<file path="src/hw/async_serial_pkg.sv">
// Constants, types and register map of the asynchronous serial transceiver.
package async_serial_pkg;
  localparam int ADDR_W = 8;
  localparam int DATA_W = 32;
  localparam logic [ADDR_W-1:0] CONTROL_ONE_OFFSET = 8'h00;
  localparam logic [ADDR_W-1:0] STATUS_OFFSET = 8'h04;
  localparam logic [ADDR_W-1:0] RECEIVE_BUFFER_OFFSET = 8'h08;
  localparam logic [ADDR_W-1:0] TRANSMIT_BUFFER_OFFSET = 8'h0c;
  localparam logic [ADDR_W-1:0] IRQ_ENABLE_OFFSET = 8'h10;
  localparam logic [ADDR_W-1:0] PIN_MODE_OFFSET = 8'h14;
  localparam int IEN_TX_EMPTY = 0;
  localparam int IEN_RX_FULL = 1;
  localparam int IEN_RX_ERROR = 2;
  localparam logic [3:0] TICK_LAST = 4'hf;
  localparam logic [3:0] SAMPLE_FIRST = 4'h7;
  localparam logic [3:0] SAMPLE_MID = 4'h8;
  localparam logic [3:0] SAMPLE_LAST = 4'h9;
  localparam logic [3:0] BITS_SEVEN = 4'h7;
  localparam logic [3:0] BITS_EIGHT = 4'h8;
  localparam logic [3:0] BITS_NINE = 4'h9;
  localparam logic [2:0] BAUD_TIMER = 3'h6;
  localparam logic [2:0] BAUD_LAST_DIV = 3'h5;
  localparam logic [5:0][8:0] BAUD_DIV_TABLE = {9'h1a0, 9'h0d0, 9'h068, 9'h034, 9'h01a, 9'h00d};
  typedef enum logic [1:0] {LEN_SEVEN = 2'b00, LEN_EIGHT = 2'b01, LEN_NINE = 2'b10,
                            LEN_RSVD = 2'b11} data_length_t;
  typedef enum logic [1:0] {PIN_PORT = 2'b00, PIN_SPI = 2'b01, PIN_SERIAL = 2'b10,
                            PIN_RSVD = 2'b11} pin_mode_t;
  typedef enum logic [2:0] {ST_IDLE = 3'b000, ST_START = 3'b001, ST_DATA = 3'b010,
                            ST_PARITY = 3'b011, ST_STOP = 3'b100} frame_state_t;
  typedef struct packed {
    logic transmit_ninth_bit;
    data_length_t data_length_field;
    logic [2:0] baud_select_field;
    logic transmit_buffer_empty_bit;
    logic transmit_enable_bit;
  } control_one_t;
  typedef struct packed {
    logic receive_ninth_bit;
    logic even_parity;
    logic parity_enable;
    logic parity_error_flag;
    logic overrun_error_flag;
    logic framing_error_flag;
    logic receive_buffer_full_bit;
    logic receive_enable_bit;
  } status_t;
  typedef struct packed {
    logic value;
    logic enable;
  } pin_drive_t;
endpackage

</file>
<file path="src/hw/async_serial_transceiver.sv">
// Asynchronous serial transceiver with APB register access and shared pin steering.
module async_serial_transceiver (
  input wire logic core_clk_in,
  input wire logic rst_b_in,
  input wire logic psel_in,
  input wire logic penable_in,
  input wire logic pwrite_in,
  input wire logic [async_serial_pkg::ADDR_W-1:0] paddr_in,
  input wire logic [async_serial_pkg::DATA_W-1:0] pwdata_in,
  output logic [async_serial_pkg::DATA_W-1:0] prdata_out,
  output logic pready_out,
  output logic pslverr_out,
  input wire logic timer_rate_in,
  input wire logic rx_pin_in,
  input wire async_serial_pkg::pin_drive_t spi_drive_in,
  input wire async_serial_pkg::pin_drive_t port_drive_in,
  output async_serial_pkg::pin_drive_t tx_pin_out,
  output logic spi_rx_data_out,
  output logic port_rx_data_out,
  output logic transmit_empty_irq_out,
  output logic receive_full_irq_out,
  output logic receive_error_irq_out
);
  import async_serial_pkg::*;

  control_one_t ctl_reg;
  logic [7:0] hold_reg;
  logic hold_ninth_reg;
  logic hold_full_reg;
  logic even_reg;
  logic par_en_reg;
  logic rx_en_reg;
  logic perr_reg;
  logic oerr_reg;
  logic ferr_reg;
  logic full_reg;
  logic [7:0] rx_buf_reg;
  logic rx_ninth_reg;
  logic [2:0] irq_en_reg;
  pin_mode_t pin_mode_reg;
  logic [DATA_W-1:0] prdata_reg;
  logic [8:0] div_cnt_reg;
  logic rx_meta_reg;
  logic rx_sync_reg;
  logic rx_prev_reg;
  frame_state_t tx_state_reg;
  logic [3:0] tx_tick_reg;
  logic [3:0] tx_bit_reg;
  logic [8:0] tx_shift_reg;
  logic tx_par_reg;
  logic tx_line_reg;
  frame_state_t rx_state_reg;
  logic [3:0] rx_tick_reg;
  logic [3:0] rx_bit_reg;
  logic [8:0] rx_shift_reg;
  logic [2:0] rx_samp_reg;
  logic rx_par_reg;
  logic tx_empty_pulse_reg;
  logic rx_full_pulse_reg;
  logic rx_err_pulse_reg;

  logic access;
  logic wr_fire;
  logic rd_fire;
  logic mapped;
  logic baud_tick;
  logic [3:0] n_bits;
  logic par_on;
  logic rx_listen;
  logic rx_bit;
  logic rx_done;
  logic [7:0] rx_data_next;
  logic rx_ninth_next;
  logic rx_perr_next;
  logic rx_ferr_next;
  logic tx_load;
  logic tx_done;
  logic [8:0] div_max;
  status_t status_view;
  control_one_t control_view;

  function automatic logic majority(input logic [2:0] s);
    majority = (s[0] & s[1]) | (s[0] & s[2]) | (s[1] & s[2]);
  endfunction

  // Frame shape: length field and parity, with no parity at nine bits.
  always_comb begin
    case (ctl_reg.data_length_field)
      LEN_SEVEN: n_bits = BITS_SEVEN;
      LEN_EIGHT: n_bits = BITS_EIGHT;
      LEN_NINE: n_bits = BITS_NINE;
      default: n_bits = BITS_EIGHT;
    endcase
  end
  assign par_on = par_en_reg && (ctl_reg.data_length_field != LEN_NINE);

  // APB slave: zero wait states, read data captured in the setup cycle.
  assign access = psel_in & penable_in;
  assign wr_fire = access & pwrite_in;
  assign rd_fire = access & ~pwrite_in;
  assign pready_out = access;
  assign pslverr_out = access & ~mapped;
  assign prdata_out = prdata_reg;

  always_comb begin
    case (paddr_in)
      CONTROL_ONE_OFFSET,
      STATUS_OFFSET,
      RECEIVE_BUFFER_OFFSET,
      TRANSMIT_BUFFER_OFFSET,
      IRQ_ENABLE_OFFSET,
      PIN_MODE_OFFSET: mapped = 1'b1;
      default: mapped = 1'b0;
    endcase
  end

  always_comb begin
    control_view = ctl_reg;
    control_view.transmit_buffer_empty_bit = ~hold_full_reg;
    status_view = '{receive_ninth_bit: rx_ninth_reg, even_parity: even_reg,
                    parity_enable: par_en_reg, parity_error_flag: perr_reg,
                    overrun_error_flag: oerr_reg, framing_error_flag: ferr_reg,
                    receive_buffer_full_bit: full_reg, receive_enable_bit: rx_en_reg};
  end

  always_ff @(posedge core_clk_in) begin
    if (!rst_b_in) begin
      prdata_reg <= '0;
    end else if (psel_in && !penable_in) begin
      case (paddr_in)
        CONTROL_ONE_OFFSET: prdata_reg <= {24'h000000, control_view};
        STATUS_OFFSET: prdata_reg <= {24'h000000, status_view};
        RECEIVE_BUFFER_OFFSET: prdata_reg <= {24'h000000, rx_buf_reg};
        IRQ_ENABLE_OFFSET: prdata_reg <= {29'h00000000, irq_en_reg};
        PIN_MODE_OFFSET: prdata_reg <= {30'h00000000, pin_mode_reg};
        default: prdata_reg <= '0;
      endcase
    end
  end

  // Control, enable and pin mode storage.
  always_ff @(posedge core_clk_in) begin
    if (!rst_b_in) begin
      ctl_reg <= '0;
      even_reg <= 1'b0;
      par_en_reg <= 1'b0;
      rx_en_reg <= 1'b0;
      irq_en_reg <= '0;
      pin_mode_reg <= PIN_PORT;
    end else if (wr_fire) begin
      case (paddr_in)
        CONTROL_ONE_OFFSET: ctl_reg <= control_one_t'(pwdata_in[7:0]);
        STATUS_OFFSET: begin
          even_reg <= pwdata_in[6];
          par_en_reg <= pwdata_in[5];
          rx_en_reg <= pwdata_in[0];
        end
        IRQ_ENABLE_OFFSET: irq_en_reg <= pwdata_in[2:0];
        PIN_MODE_OFFSET: pin_mode_reg <= pin_mode_t'(pwdata_in[1:0]);
        default: ;
      endcase
    end
  end

  // Baud divider: one tick per sixteenth of a bit, shared by both directions.
  assign div_max = (ctl_reg.baud_select_field <= BAUD_LAST_DIV) ?
                   BAUD_DIV_TABLE[ctl_reg.baud_select_field] - 9'h001 : '0;

  always_ff @(posedge core_clk_in) begin
    if (!rst_b_in || div_cnt_reg >= div_max) begin
      div_cnt_reg <= '0;
    end else begin
      div_cnt_reg <= div_cnt_reg + 9'h001;
    end
  end

  always_comb begin
    if (ctl_reg.baud_select_field <= BAUD_LAST_DIV) begin
      baud_tick = (div_cnt_reg >= div_max);
    end else if (ctl_reg.baud_select_field == BAUD_TIMER) begin
      baud_tick = timer_rate_in;
    end else begin
      baud_tick = 1'b0;
    end
  end

  // Transmit holding stage; a load into the shifter empties it.
  assign tx_load = (tx_state_reg == ST_IDLE) && hold_full_reg && ctl_reg.transmit_enable_bit;

  always_ff @(posedge core_clk_in) begin
    if (!rst_b_in) begin
      hold_reg <= '0;
      hold_ninth_reg <= 1'b0;
      hold_full_reg <= 1'b0;
    end else if (wr_fire && paddr_in == TRANSMIT_BUFFER_OFFSET) begin
      hold_reg <= pwdata_in[7:0];
      hold_ninth_reg <= ctl_reg.transmit_ninth_bit;
      hold_full_reg <= 1'b1;
    end else if (tx_load) begin
      hold_full_reg <= 1'b0;
    end
  end

  // Transmit shifter: start, data LSB first, parity, stop, then mark.
  assign tx_done = (tx_state_reg == ST_STOP) && baud_tick && (tx_tick_reg == TICK_LAST);

  always_ff @(posedge core_clk_in) begin
    if (!rst_b_in) begin
      tx_state_reg <= ST_IDLE;
      tx_tick_reg <= '0;
      tx_bit_reg <= '0;
      tx_shift_reg <= '0;
      tx_par_reg <= 1'b0;
      tx_line_reg <= 1'b1;
    end else if (tx_load) begin
      tx_state_reg <= ST_START;
      tx_tick_reg <= '0;
      tx_bit_reg <= '0;
      tx_shift_reg <= {hold_ninth_reg, hold_reg};
      tx_par_reg <= ~even_reg;
      tx_line_reg <= 1'b0;
    end else if (baud_tick) begin
      tx_tick_reg <= tx_tick_reg + 4'h1;
      if (tx_tick_reg == TICK_LAST) begin
        case (tx_state_reg)
          ST_START, ST_DATA: begin
            if (tx_state_reg == ST_DATA && tx_bit_reg == n_bits) begin
              tx_state_reg <= par_on ? ST_PARITY : ST_STOP;
              tx_line_reg <= par_on ? tx_par_reg : 1'b1;
            end else begin
              tx_state_reg <= ST_DATA;
              tx_line_reg <= tx_shift_reg[0];
              tx_par_reg <= tx_par_reg ^ tx_shift_reg[0];
              tx_shift_reg <= {1'b0, tx_shift_reg[8:1]};
              tx_bit_reg <= tx_bit_reg + 4'h1;
            end
          end
          ST_PARITY: begin
            tx_state_reg <= ST_STOP;
            tx_line_reg <= 1'b1;
          end
          ST_STOP: begin
            tx_state_reg <= ST_IDLE;
            tx_line_reg <= 1'b1;
          end
          default: begin
            tx_state_reg <= ST_IDLE;
            tx_line_reg <= 1'b1;
          end
        endcase
      end
    end
  end

  // Receive pin synchroniser; the edge detector compares the second and third stages.
  always_ff @(posedge core_clk_in) begin
    if (!rst_b_in) begin
      rx_meta_reg <= 1'b1;
      rx_sync_reg <= 1'b1;
      rx_prev_reg <= 1'b1;
    end else begin
      rx_meta_reg <= rx_pin_in;
      rx_sync_reg <= rx_meta_reg;
      rx_prev_reg <= rx_sync_reg;
    end
  end

  assign rx_listen = rx_en_reg && (pin_mode_reg == PIN_SERIAL);
  assign rx_bit = majority(rx_samp_reg);

  // Receive framer: three mid-bit samples per bit, majority vote.
  always_ff @(posedge core_clk_in) begin
    if (!rst_b_in || !rx_listen) begin
      rx_state_reg <= ST_IDLE;
      rx_tick_reg <= '0;
      rx_bit_reg <= '0;
      rx_shift_reg <= '0;
      rx_samp_reg <= '1;
      rx_par_reg <= 1'b0;
    end else if (rx_state_reg == ST_IDLE) begin
      if (rx_prev_reg && !rx_sync_reg) begin
        rx_state_reg <= ST_START;
        rx_tick_reg <= '0;
        rx_bit_reg <= '0;
        rx_par_reg <= ~even_reg;
      end
    end else if (baud_tick) begin
      rx_tick_reg <= rx_tick_reg + 4'h1;
      if (rx_tick_reg == SAMPLE_FIRST) begin
        rx_samp_reg[0] <= rx_sync_reg;
      end
      if (rx_tick_reg == SAMPLE_MID) begin
        rx_samp_reg[1] <= rx_sync_reg;
      end
      if (rx_tick_reg == SAMPLE_LAST) begin
        rx_samp_reg[2] <= rx_sync_reg;
      end
      if (rx_tick_reg == TICK_LAST) begin
        case (rx_state_reg)
          ST_START: rx_state_reg <= rx_bit ? ST_IDLE : ST_DATA;
          ST_DATA: begin
            rx_shift_reg <= {rx_bit, rx_shift_reg[8:1]};
            rx_par_reg <= rx_par_reg ^ rx_bit;
            rx_bit_reg <= rx_bit_reg + 4'h1;
            if (rx_bit_reg + 4'h1 == n_bits) begin
              rx_state_reg <= par_on ? ST_PARITY : ST_STOP;
            end
          end
          ST_PARITY: begin
            rx_par_reg <= rx_par_reg ^ rx_bit;
            rx_state_reg <= ST_STOP;
          end
          default: rx_state_reg <= ST_IDLE;
        endcase
      end
    end
  end

  assign rx_done = rx_listen && (rx_state_reg == ST_STOP) && baud_tick &&
                   (rx_tick_reg == TICK_LAST);
  assign rx_perr_next = par_on && rx_par_reg;
  assign rx_ferr_next = ~rx_bit;

  always_comb begin
    rx_ninth_next = 1'b0;
    case (ctl_reg.data_length_field)
      LEN_SEVEN: rx_data_next = {1'b0, rx_shift_reg[8:2]};
      LEN_NINE: begin
        rx_data_next = rx_shift_reg[7:0];
        rx_ninth_next = rx_shift_reg[8];
      end
      default: rx_data_next = rx_shift_reg[8:1];
    endcase
  end

  // Receive holding stage and its flags; hardware sets win over clears.
  always_ff @(posedge core_clk_in) begin
    if (!rst_b_in) begin
      rx_buf_reg <= '0;
      rx_ninth_reg <= 1'b0;
    end else if (rx_done) begin
      rx_buf_reg <= rx_data_next;
      rx_ninth_reg <= rx_ninth_next;
    end
  end

  always_ff @(posedge core_clk_in) begin
    if (!rst_b_in) begin
      full_reg <= 1'b0;
    end else if (rx_done) begin
      full_reg <= 1'b1;
    end else if (rd_fire && paddr_in == RECEIVE_BUFFER_OFFSET) begin
      full_reg <= 1'b0;
    end else if (wr_fire && paddr_in == STATUS_OFFSET && pwdata_in[0] && !rx_en_reg) begin
      full_reg <= 1'b0;
    end
  end

  always_ff @(posedge core_clk_in) begin
    if (!rst_b_in) begin
      perr_reg <= 1'b0;
      oerr_reg <= 1'b0;
      ferr_reg <= 1'b0;
    end else begin
      // Writing one clears a flag, but a new error in that cycle keeps it set.
      if (wr_fire && paddr_in == STATUS_OFFSET) begin
        perr_reg <= perr_reg & ~pwdata_in[4];
        oerr_reg <= oerr_reg & ~pwdata_in[3];
        ferr_reg <= ferr_reg & ~pwdata_in[2];
      end
      if (rx_done && rx_perr_next) begin
        perr_reg <= 1'b1;
      end
      if (rx_done && full_reg) begin
        oerr_reg <= 1'b1;
      end
      if (rx_done && rx_ferr_next) begin
        ferr_reg <= 1'b1;
      end
    end
  end

  // Request pulses; a flag left set re-raises the error request on each byte.
  always_ff @(posedge core_clk_in) begin
    if (!rst_b_in) begin
      tx_empty_pulse_reg <= 1'b0;
      rx_full_pulse_reg <= 1'b0;
      rx_err_pulse_reg <= 1'b0;
    end else begin
      tx_empty_pulse_reg <= tx_done && irq_en_reg[IEN_TX_EMPTY];
      rx_full_pulse_reg <= rx_done && irq_en_reg[IEN_RX_FULL];
      rx_err_pulse_reg <= rx_done && irq_en_reg[IEN_RX_ERROR] &&
                          (rx_perr_next || rx_ferr_next || full_reg ||
                           perr_reg || oerr_reg || ferr_reg);
    end
  end

  assign transmit_empty_irq_out = tx_empty_pulse_reg;
  assign receive_full_irq_out = rx_full_pulse_reg;
  assign receive_error_irq_out = rx_err_pulse_reg;

  // Shared pin steering, registered so the pin never glitches between owners.
  always_ff @(posedge core_clk_in) begin
    if (!rst_b_in) begin
      tx_pin_out <= '{value: 1'b1, enable: 1'b0};
      spi_rx_data_out <= 1'b1;
      port_rx_data_out <= 1'b1;
    end else begin
      if (pin_mode_reg == PIN_SPI) begin
        tx_pin_out <= spi_drive_in;
      end else if (pin_mode_reg == PIN_SERIAL && ctl_reg.transmit_enable_bit) begin
        tx_pin_out <= '{value: tx_line_reg, enable: 1'b1};
      end else begin
        tx_pin_out <= port_drive_in;
      end
      spi_rx_data_out <= (pin_mode_reg == PIN_SPI) ? rx_sync_reg : 1'b1;
      port_rx_data_out <= (pin_mode_reg == PIN_PORT) ? rx_sync_reg : 1'b1;
    end
  end
endmodule

</file>
<file path="config.mk">
export PLATFORM = sky130hd
export DESIGN_NAME = async_serial_transceiver
export DESIGN_NICKNAME = d
export VERILOG_FILES = /design/src/hw/async_serial_pkg.sv /design/src/hw/async_serial_transceiver.sv
export SDC_FILE = /design/constraint.sdc
export NUM_CORES = 1
export LEC_CHECK = 0
export BUFFER_PORTS_ARGS = -buffer_cell sky130_fd_sc_hd__clkbuf_2
export CORE_AREA = 2 2 119 121
export CTS_CLUSTER_SIZE = 28
export DETAILED_ROUTE_END_ITERATION = 8
export DIE_AREA = 0 0 121 123
export GPL_TIMING_DRIVEN = 1
export PLACE_DENSITY = 0.68
export SKIP_CTS_REPAIR_TIMING = 1
export SYNTH_ARGS = -nofsm -noshare
export SYNTH_HDL_FRONTEND = slang
export SYNTH_SLANG_ARGS = --single-unit
</file>
<file path="constraint.sdc">
create_clock -name core_clk_in -period 3.3 [get_ports core_clk_in]
set_clock_uncertainty 0.15 [all_clocks]
set_input_delay 0.825 -clock core_clk_in [delete_from_list [all_inputs] [get_ports core_clk_in]]
set_output_delay 0.825 -clock core_clk_in [all_outputs]
set_load 0.05 [all_outputs]
</file>
== Word-level counts from Yosys, hierarchy flattened ==
Memories as Yosys holds them, arrays and structs flattened. A register that Yosys moved wholly into a read port is not among the register bits.
Cells that the tools add are included.
Storage, ports and cells
  bits in registers: 135
  bits in read-only memories: 72
  input port bits: 51
  output and inout bits: 41
  logic and storage cells: 250
  memories kept: 1
Cells by class
  add/sub/neg operators: 6
  $lt $le $gt $ge: 3
  eq/ne operators: 28
  multiplexer cells: 65
  bitwise operators: 25
  reductions and logical operators: 77
Memory list
  (name not given): depth 8, bits a word 9, rd ports 1, clocked after memory_dff 1, write ports 0, RTL line async_serial_transceiver.sv:167  | BAUD_DIV_TABLE[ctl_reg.baud_select_field] - 9'h001 : '0;
Operator list (count)
  9-bit 2-to-1 mux: 7
  8-bit case mux with 5 select lines: 1
  1-bit 2-to-1 mux: 34
  4-bit 2-to-1 mux: 7
  3-bit 2-to-1 mux: 9
  1-bit logical AND: 26
  4-bit AND reduction: 6
  2-bit nonzero test: 11
  2-bit AND reduction: 9
  4-bit by 1-bit adder with 4-bit output (second input constant): 4
  4-bit == test (second input constant): 4
  8-bit by 4-bit == test with 1-bit output (second input constant): 2
  8-bit by 5-bit == test with 1-bit output (second input constant): 2
  8-bit case mux with 2 select lines: 1
  3-bit by 2-bit == test with 1-bit output (second input constant): 4
  1-bit NOT: 11
  1-bit AND: 10
  9-bit by 1-bit adder with 9-bit output (second input constant): 1
  3-bit == test (second input constant): 3
  9-bit >= comparator: 1
  3-bit case mux with 3 select lines: 1
  3-bit AND reduction: 3
  9-bit by 1-bit subtractor with 9-bit output (second input constant): 1
  4-bit == test: 2
  23 further kinds: 44

== Logic depth before layout (Yosys ltp) ==
Gate-level depths: netlist of the first run.
  depth after elaboration: 10
  gate-level depth with buffers: 15
  mapped depth without buffers: 13

== Worst setup path before layout of the first run ==
OpenSTA, ideal clock, no wires.
  kind: reg-to-reg
  start: register with a tool-made name
  end: register tx_bit_reg[3]
  library setup time: 0.128 ns
  arrival time: 2.978 ns
  required time: 3.022 ns
  setup slack: 0.044 ns
  stages on the path, launching flop included: 15
  path buffers: 2
  cell sequence: dfxtp_1 > or3_1 > or2_2 > nor4_1 > xor2_1 > nand2_1 > ha_1 > nand4_1 > nor3_2 > a21oi_2 > a21o_1 > buf_4 > buf_4 > o31ai_1 > a21oi_1
RTL lines
  end signal, assigned: RTL line async_serial_transceiver.sv:235  | tx_bit_reg <= tx_bit_reg + 4'h1;
  end, declared: RTL line async_serial_transceiver.sv:48  | logic [3:0] tx_bit_reg;

==> results.cfg, run 1 <==
[synth]
synth_top_area_share_pct = 39.1
synth_top_flop_cell = dfxtp_1
yosysWarningCount = 0
ys_ff_latch = 120
synth_edf_count = 0
synth_cells = 732
ys_seq_area_share_pct = 39.1
postSynth.asyncResetShare_pct = 0
syn_avg_cell_area_sq_um = 8.39
yosys.area.top_type = dfxtp_1
syn_area_sq_um = 6140
yosys-top-cells-area = dfxtp_1 (39%), mux2i_1 (8.2%), nor2_1 (5.1%)
yosys.cell_types.count = 70

[global_route]
grt-ovfl-total = 0
gr-usage-met2_pct = 34.3
use_met3_pct = 5.30
grt_pass1_wl_microns = 24500
antenna_found_initial = 0
use_met1_pct = 26.7
grt_pass1_vias = 5069
grt_start_max_net_pins = 29
top_usage_layer = met2
grt_usage_pct = 21.0

[final_layout]
regArea_sq_um = 2400
drive_gt1_share_pct = 20.8
syn2layout_area_growth_pct = 22.4
diodes = 0
fillers = 1196
layout_commonest_cell = dfxtp_1
final_nets = 863
final_area_sq_um = 7510
instances_no_fill = 984
final_cell_mix = dfxtp_1 (119), nand2_1 (82), nor2_1 (81)
multiInputGateArea_sq_um = 3620

[critical_path]
end_kind = flip-flop
startpoint_type = flip-flop
critPathMaxFanout = 5
crit_type = flip-flop to flip-flop
cp.required_ns = 3.42
rrSetupSlack_ns = -0.25
arrival_ns = 3.67
r2r_end = rx_shift_reg[0]
ff2ff_path_depth = 15

[timing]
whs_ns = 0.268
fin_ws_ns = -0.246
tightest_slew_ns = 0.880
setup_viol = 51
slew_headroom_pct = 41.2
hold_viol_final = 0
period_needed_ns = 3.55
rsz0062_at_grt = yes
max_freq_ghz = 0.282
min_period_over_period_pct = 107
slew_violations = 0

[route]
first_pass_iters = 5
viasPerCell = 5.40
wirelength_microns = 15400
initialDrtViolationCount = 299
ant_nets = 0
via_count = 5317
post_drt_wl_per_cell_microns = 15.6
route.detailed.drc = 0

[die]
ios = 92
start_util_pct = 45.1
die_y_microns = 123
row_count = 43
die_w_microns = 121
die_area_sq_um = 14900
core_area_sq_um = 13600

[placed_design]
place_hpwl_microns = 10400
dp.cells = 943
gp_congestion = 0.853
port_buffers = 43
dpl_cell_area_sq_um = 6550

[worst_hold_path]
hold_depth = 1
hold_end = rx_sync_reg
hp-start = rx_meta_reg
hp-class = flip-flop to flip-flop

[clock_tree]
path_clk_slew_ns = 0.06
htreeDepth = 4
cts_num_sinks = 120
cts_root_buf = clkbuf_16
cts_buffer_depth = 2
clkLatencyLatePin_ns = 0.42
numCtsBuffers = 17
cts_tree = yes

[run]
drv_cap = 0

[power]
p_per_area_nw_per_um2 = 465
total_power_w = 0.00350
ir_drop_v = 0.000314
p_leak_nw = 2.79

[outcome]
outcome = finished, violations left
violations = negative setup slack
-- Yosys cell counts (all sizes together), types with 8 or more instances --
cell	instances
nand2	83
mux2i	51
nand2b	16
xor2	11
a31oi	13
ha	19
dfxtp	120
xnor2	8
nand3b	16
nor2	84
buf	38
inv	17
clkbuf	25
nand3	29
nor3	14
a21oi	50
o21ai	51
-- worst max-delay path, cell delays in order (launching register included) --
cell and delay [ns]:
dfxtp_2 0.32, or3_4 0.38, or2_4 0.29, nor4_4 0.15, xor2_1 0.17, nand2_1 0.12
ha_4 0.30, nand4_1 0.17, nor3_2 0.26, a21oi_2 0.13, buf_6 0.16, buf_4 0.13
a21oi_4 0.25, clkbuf_16 0.20, mux2i_1 0.18, nor2_1 0.06
-- worst max path at each step --
stage,from,endpoint,depth (start not counted)
after floorplan,flip-flop,tx_bit_reg[3],14
after global placement,flip-flop,tx_bit_reg[3],12
after detailed placement,flip-flop,tx_line_reg,12
after CTS,flip-flop,tx_bit_reg[3],12
after global routing,flip-flop,rx_shift_reg[4],15
final,flip-flop,rx_shift_reg[0],15
-- area by class of cell --
type	instances	area share, %
sequential	120	32.0
tap	180	3.00
inverter	18	0.899
timing repair buffer	82	8.13
clock inverter	9	1.67
multi-input combinational	554	48.2
clock buffer	21	6.13
-- through the flow --
| step | TNS [ns] | worst slack (ns) | utilization, % |
|---|---|---|---|
| finish | -7.55 | -0.246 | 55.2 |
| global route | -14.60 | -0.388 | 55.2 |
| CTS | -7.48 | -0.297 | 52.4 |
| detailed placement | -5.60 | -0.262 | 48.1 |
| global placement | -2.69 | -0.160 | 48.1 |
| floorplan | 0 | 0.0439 | - |
-- power by group --
group	switching, W	leakage, nW	internal, W	total, W
Sequential	0.00000602	0.969	0.00146	0.00146
Combinational	0.000137	1.54	0.0000364	0.000173
Clock	0.000649	0.285	0.00121	0.00186
-- logic make-up (layout without fill, tap and decap cells) --
family	count (synthesis)	after routing	synth area share, %
mux	54	54	9.13
fa+ha+maj	20	20	4.04
buf+inv	81	130	6.97
xor+xnor	19	19	2.71
compound gates	153	153	15.3
other cells	1	24	0.0611
simple gates	284	284	22.7
flops	120	120	39.1
-- metal layers --
metal | routed length, microns | part of all wire, % | vias up
met5 | 0 | 0 | -
met4 | 314 | 2.0 | 0
met3 | 811 | 5.3 | 30
met2 | 7300 | 47 | 128
met1 | 6940 | 45 | 2521
li1 | - | - | 2638
Power figures use the tool's default switching activity.
==> run 2, diff against run 1 <==
==> constraint.sdc (replaced) <==
create_clock -name core_clk_in -period 3.3 [get_ports core_clk_in]
set_clock_uncertainty 0.15 [all_clocks]
set_input_delay 0.33 -clock core_clk_in [delete_from_list [all_inputs] [get_ports core_clk_in]]
set_output_delay 0.33 -clock core_clk_in [all_outputs]
set_load 0.05 [all_outputs]
==> results.cfg, run 2 (synthesized netlist as in run 1, its figures left out) <==
[outcome]
violations = negative setup slack
outcome = finished, violations left

[global_route]
grt-ovfl-total = 0
grt_pass1_vias = 5215
grt_pass1_wl_microns = 24700
grt_start_max_net_pins = 32
grt_usage_pct = 21.0
antenna_found_initial = 0

[die]
row_count = 43
die_w_microns = 121
core_area_sq_um = 13600
start_util_pct = 45.1
ios = 92
die_area_sq_um = 14900
die_y_microns = 123

[route]
ant_nets = 0
post_drt_wl_per_cell_microns = 15.7
route.detailed.drc = 0
initialDrtViolationCount = 288
wirelength_microns = 15400
via_count = 5388
first_pass_iters = 4
viasPerCell = 5.49

[clock_tree]
cts_root_buf = clkbuf_16
numCtsBuffers = 17
clkLatencyLatePin_ns = 0.42
path_clk_slew_ns = 0.06
htreeDepth = 4
cts_tree = yes
cts_buffer_depth = 2
cts_num_sinks = 120

[timing]
tightest_slew_ns = 0.895
hold_viol_final = 0
setup_viol = 39
slew_violations = 0
max_freq_ghz = 0.286
slew_headroom_pct = 40.2
fin_ws_ns = -0.192
whs_ns = 0.00386
rsz0062_at_grt = yes
min_period_over_period_pct = 106
period_needed_ns = 3.49

[final_layout]
fillers = 1208
diodes = 0
drive_gt1_share_pct = 18.2
layout_commonest_cell = dfxtp_1
syn2layout_area_growth_pct = 20.6
final_nets = 859
final_cell_mix = dfxtp_1 (120), nand2_1 (82), nor2_1 (81)

[critical_path]
arrival_ns = 3.64
crit_type = flip-flop to flip-flop
crit_chain = or3_4 > or2_4 > nor4_4 > xor2_1 > nand2_1 > ha_1 > nand4_1 > nor3_2 > a21oi_2 > buf_6 > a211oi_4 > buf_12 > mux2i_1 > nor2_1
end_kind = flip-flop
cp_top_family = simple AND/OR/NAND/NOR gates
worst-path-buf-inv = 2
cp_slowest_stage_delay_ns = 0.38
startpoint_type = flip-flop
cp.required_ns = 3.45
critPathMaxFanout = 8
slowest_stage = or3_4

[run]
drv_cap = 0

[power]
ir_drop_v = 0.000340
p_per_area_nw_per_um2 = 485
total_power_w = 0.00360
p_leak_nw = 2.76

[placed_design]
gp_congestion = 0.823
port_buffers = 43
place_hpwl_microns = 10500

[worst_hold_path]
hp-class = primary input to flip-flop
hp-start = pwdata_in[7]
==> run 2: worst min-delay path: cells and delay by family <==
kind,cells,cell delay [ns]
AOI/OAI and AO/OA,1,0.05
buffers and inverters,1,0.09
and+or+nand+nor,1,0.05
==> run 2: worst paths after layout <==
check                  end  slack (ns)  cells after the start
min reg2reg    rx_sync_reg        0.27                      1
max          rx_buf_reg[2]       -0.19                     14
min            hold_reg[7]       0.004                      3
max reg2reg  rx_buf_reg[2]       -0.19                     14
==> run 2: cell type report <==
cell class / count / area, sq um / area share (%)
well taps: 180 / 225 / 3.04
repair buffers: 78 / 562 / 7.59
flip-flops and latches: 120 / 2400 / 32.4
clock inverters: 11 / 171 / 2.31
multi-input cells: 554 / 3520 / 47.5
inverters: 18 / 67.6 / 0.912
clock buffers: 20 / 457 / 6.17
==> run 2: layer usage <==
metal / wire [microns] / track usage (%)
met1: 6830 / 25.8
met2: 7510 / 35.7
met3: 774 / 5.26
met4: 296 / 7.92
met5: 0 / 0
==> run 2: stage by stage <==
step	cell area (sq um)	setup TNS, ns	utilization, %	setup WS, ns	cells
floorplan	6230	0	-	0.0439	755
global placement	6530	-2.30	48.0	-0.113	940
detailed placement	6530	-6.67	48.0	-0.238	940
CTS	7160	-8.01	52.6	-0.247	971
global route	7410	-11.17	54.4	-0.338	981
finish	7410	-3.10	54.4	-0.192	981
==> run 2: power by group <==
group          total [W]  leakage, nW  internal, W  switching, W
sequential       0.00146        0.968      0.00146    0.00000627
clock            0.00196        0.302      0.00130      0.000661
combinational   0.000172         1.49    0.0000353      0.000137
total            0.00360         2.76      0.00279      0.000804
==> run 3, diff against run 2 <==
--- a/config.mk
+++ b/config.mk
@@ -6,13 +6,14 @@
 export NUM_CORES = 1
 export LEC_CHECK = 0
 export BUFFER_PORTS_ARGS = -buffer_cell sky130_fd_sc_hd__clkbuf_2
-export CORE_AREA = 2 2 119 121
+export CORE_AREA = 2 2 112 114
 export CTS_CLUSTER_SIZE = 28
 export DETAILED_ROUTE_END_ITERATION = 8
-export DIE_AREA = 0 0 121 123
+export DIE_AREA = 0 0 114 116
 export GPL_TIMING_DRIVEN = 1
-export PLACE_DENSITY = 0.68
+export PLACE_DENSITY = 0.76
 export SKIP_CTS_REPAIR_TIMING = 1
+export SLEW_MARGIN = 20
 export SYNTH_ARGS = -nofsm -noshare
 export SYNTH_HDL_FRONTEND = slang
 export SYNTH_SLANG_ARGS = --single-unit
==> results.cfg, run 3 (synthesized netlist as in run 1, its figures left out) <==
[critical_path]
slowest_stage = or4_4
cp_slowest_stage_delay_ns = 0.48
cp_top_family = simple AND/OR/NAND/NOR gates
crit_type = flip-flop to flip-flop
end_kind = flip-flop
cp.required_ns = 3.49
startpoint_type = flip-flop
crit_chain = or3_4 > or2_4 > nor4_4 > xor2_1 > nand2_1 > ha_4 > nand4_1 > nor3_2 > a21oi_2 > buf_4 > a21o_4 > or4_4 > a31oi_1
worst-path-buf-inv = 1
critPathMaxFanout = 6
arrival_ns = 3.72

[placed_design]
gp_congestion = 0.840
place_hpwl_microns = 9960
port_buffers = 43
dp.cells = 905

[outcome]
violations = negative setup slack
outcome = finished, violations left

[route]
first_pass_iters = 5
route.detailed.drc = 0
wirelength_microns = 15800
ant_nets = 0
post_drt_wl_per_cell_microns = 16.6
viasPerCell = 5.82
via_count = 5533
initialDrtViolationCount = 478

[power]
p_switching_w = 0.000846
ir_drop_v = 0.000444
p_per_area_nw_per_um2 = 488
internal-power_w = 0.00280
p_comb_share_pct = 4.6
clkPwrFrac_pct = 55.3
p_leak_nw = 2.79
seq_power_share_pct = 40.1
p_sw_share_pct = 23.2

[clock_tree]
numCtsBuffers = 17
cts_buffer_depth = 2
cts_root_buf = clkbuf_16
cts_num_sinks = 120
cts_tree = yes
clkLatencyLatePin_ns = 0.41
path_clk_slew_ns = 0.06
htreeDepth = 4

[global_route]
grt_usage_pct = 21.9
grt_pass1_wl_microns = 23300
grt_start_max_net_pins = 46
grt_pass1_vias = 4944
grt-ovfl-total = 0
antenna_found_initial = 0

[worst_hold_path]
hp-class = primary input to flip-flop

[die]
row_count = 40
core_area_sq_um = 11900
die_y_microns = 116
die_w_microns = 114
die_area_sq_um = 13200
start_util_pct = 51.5
ios = 92

[timing]
period_needed_ns = 3.52
setup_viol = 33
rsz0062_at_grt = yes
max_freq_ghz = 0.284
slew_headroom_pct = 42.9
hold_viol_final = 0
fin_ws_ns = -0.224
min_period_over_period_pct = 107
tightest_slew_ns = 0.849
slew_violations = 0

[final_layout]
diodes = 0
drive_gt1_share_pct = 20.1
layout_commonest_cell = dfxtp_1
syn2layout_area_growth_pct = 21.7
final_cell_mix = dfxtp_1 (119), nand2_1 (82), nor2_1 (81)
fin_util_pct = 62.7
final_nets = 861
instances_no_fill = 951

[run]
drv_cap = 0
run 3: cell types whose count changed in the layout (fill, tap and decap cells not counted), moves of 2 or more:
cell     previous run  this run
o21ai_2             2         8
buf_4              23        25
buf_6               7         5
or4_4               1         3
or4_1               4         2
o21ai_0            42        35
a21oi_1            41        44
a21oi_4             3         1
inv_6               1         3
run 3: tightest hold or removal path, stage by stage:
cell and delay (ns):
clkbuf_2 0.10, nand2_1 0.05, a21oi_1 0.05
run 3: metal layers:
layer / wire length, microns / GRT usage (%) / vias up
met5: 0 / 0 / -
met4: 431 / 7.64 / 0
met3: 895 / 5.18 / 42
met2: 7970 / 38.1 / 217
met1: 6480 / 26.7 / 2635
li1: - / - / 2639
run 3: power by group through the flow:
stage	sequential [W]	combinational, W	clock [W]
after detailed placement	0.00149	0.000164	0
after global routing	0.00146	0.000180	0.00211
after CTS	0.00146	0.000165	0.00203
after global placement	0.00149	0.000161	0
after floorplan	0.00150	0.000140	0
final	0.00146	0.000169	0.00202
run 3: layout make-up:
class	count	area, sq um
Clock buffer	19	453
Fill cell	955	4440
Sequential cell	120	2400
Clock inverter	13	191
Timing Repair Buffer	79	574
Inverter	18	67.6
Multi-Input combinational cell	555	3600
Tap cell	147	184
run 3: metrics by stage:
step	setup WS, ns	setup TNS (ns)	cell area, sq um	hold slack [ns]	power (W)
floorplan	0.0439	0	6230	0.236	0.00164
global placement	-0.0999	-0.939	6460	0.265	0.00165
detailed placement	-0.215	-3.30	6460	0.281	0.00166
CTS	-0.225	-5.04	7110	-0.0651	0.00366
global route	-0.335	-11.57	7470	0.0101	0.00375
finish	-0.224	-3.98	7470	0.0124	0.00365
run 3: path summary, 6_finish.rpt:
| kind | start | end | slack (ns) | depth (start not counted) |
|---|---|---|---|---|
| setup / recovery | flip-flop | tx_par_reg | -0.22 | 13 |
| hold / removal | pwdata_in[7] | hold_reg[7] | 0.01 | 3 |
| setup reg to reg | flip-flop | tx_par_reg | -0.22 | 13 |
| hold reg to reg | rx_meta_reg | rx_sync_reg | 0.29 | 1 |
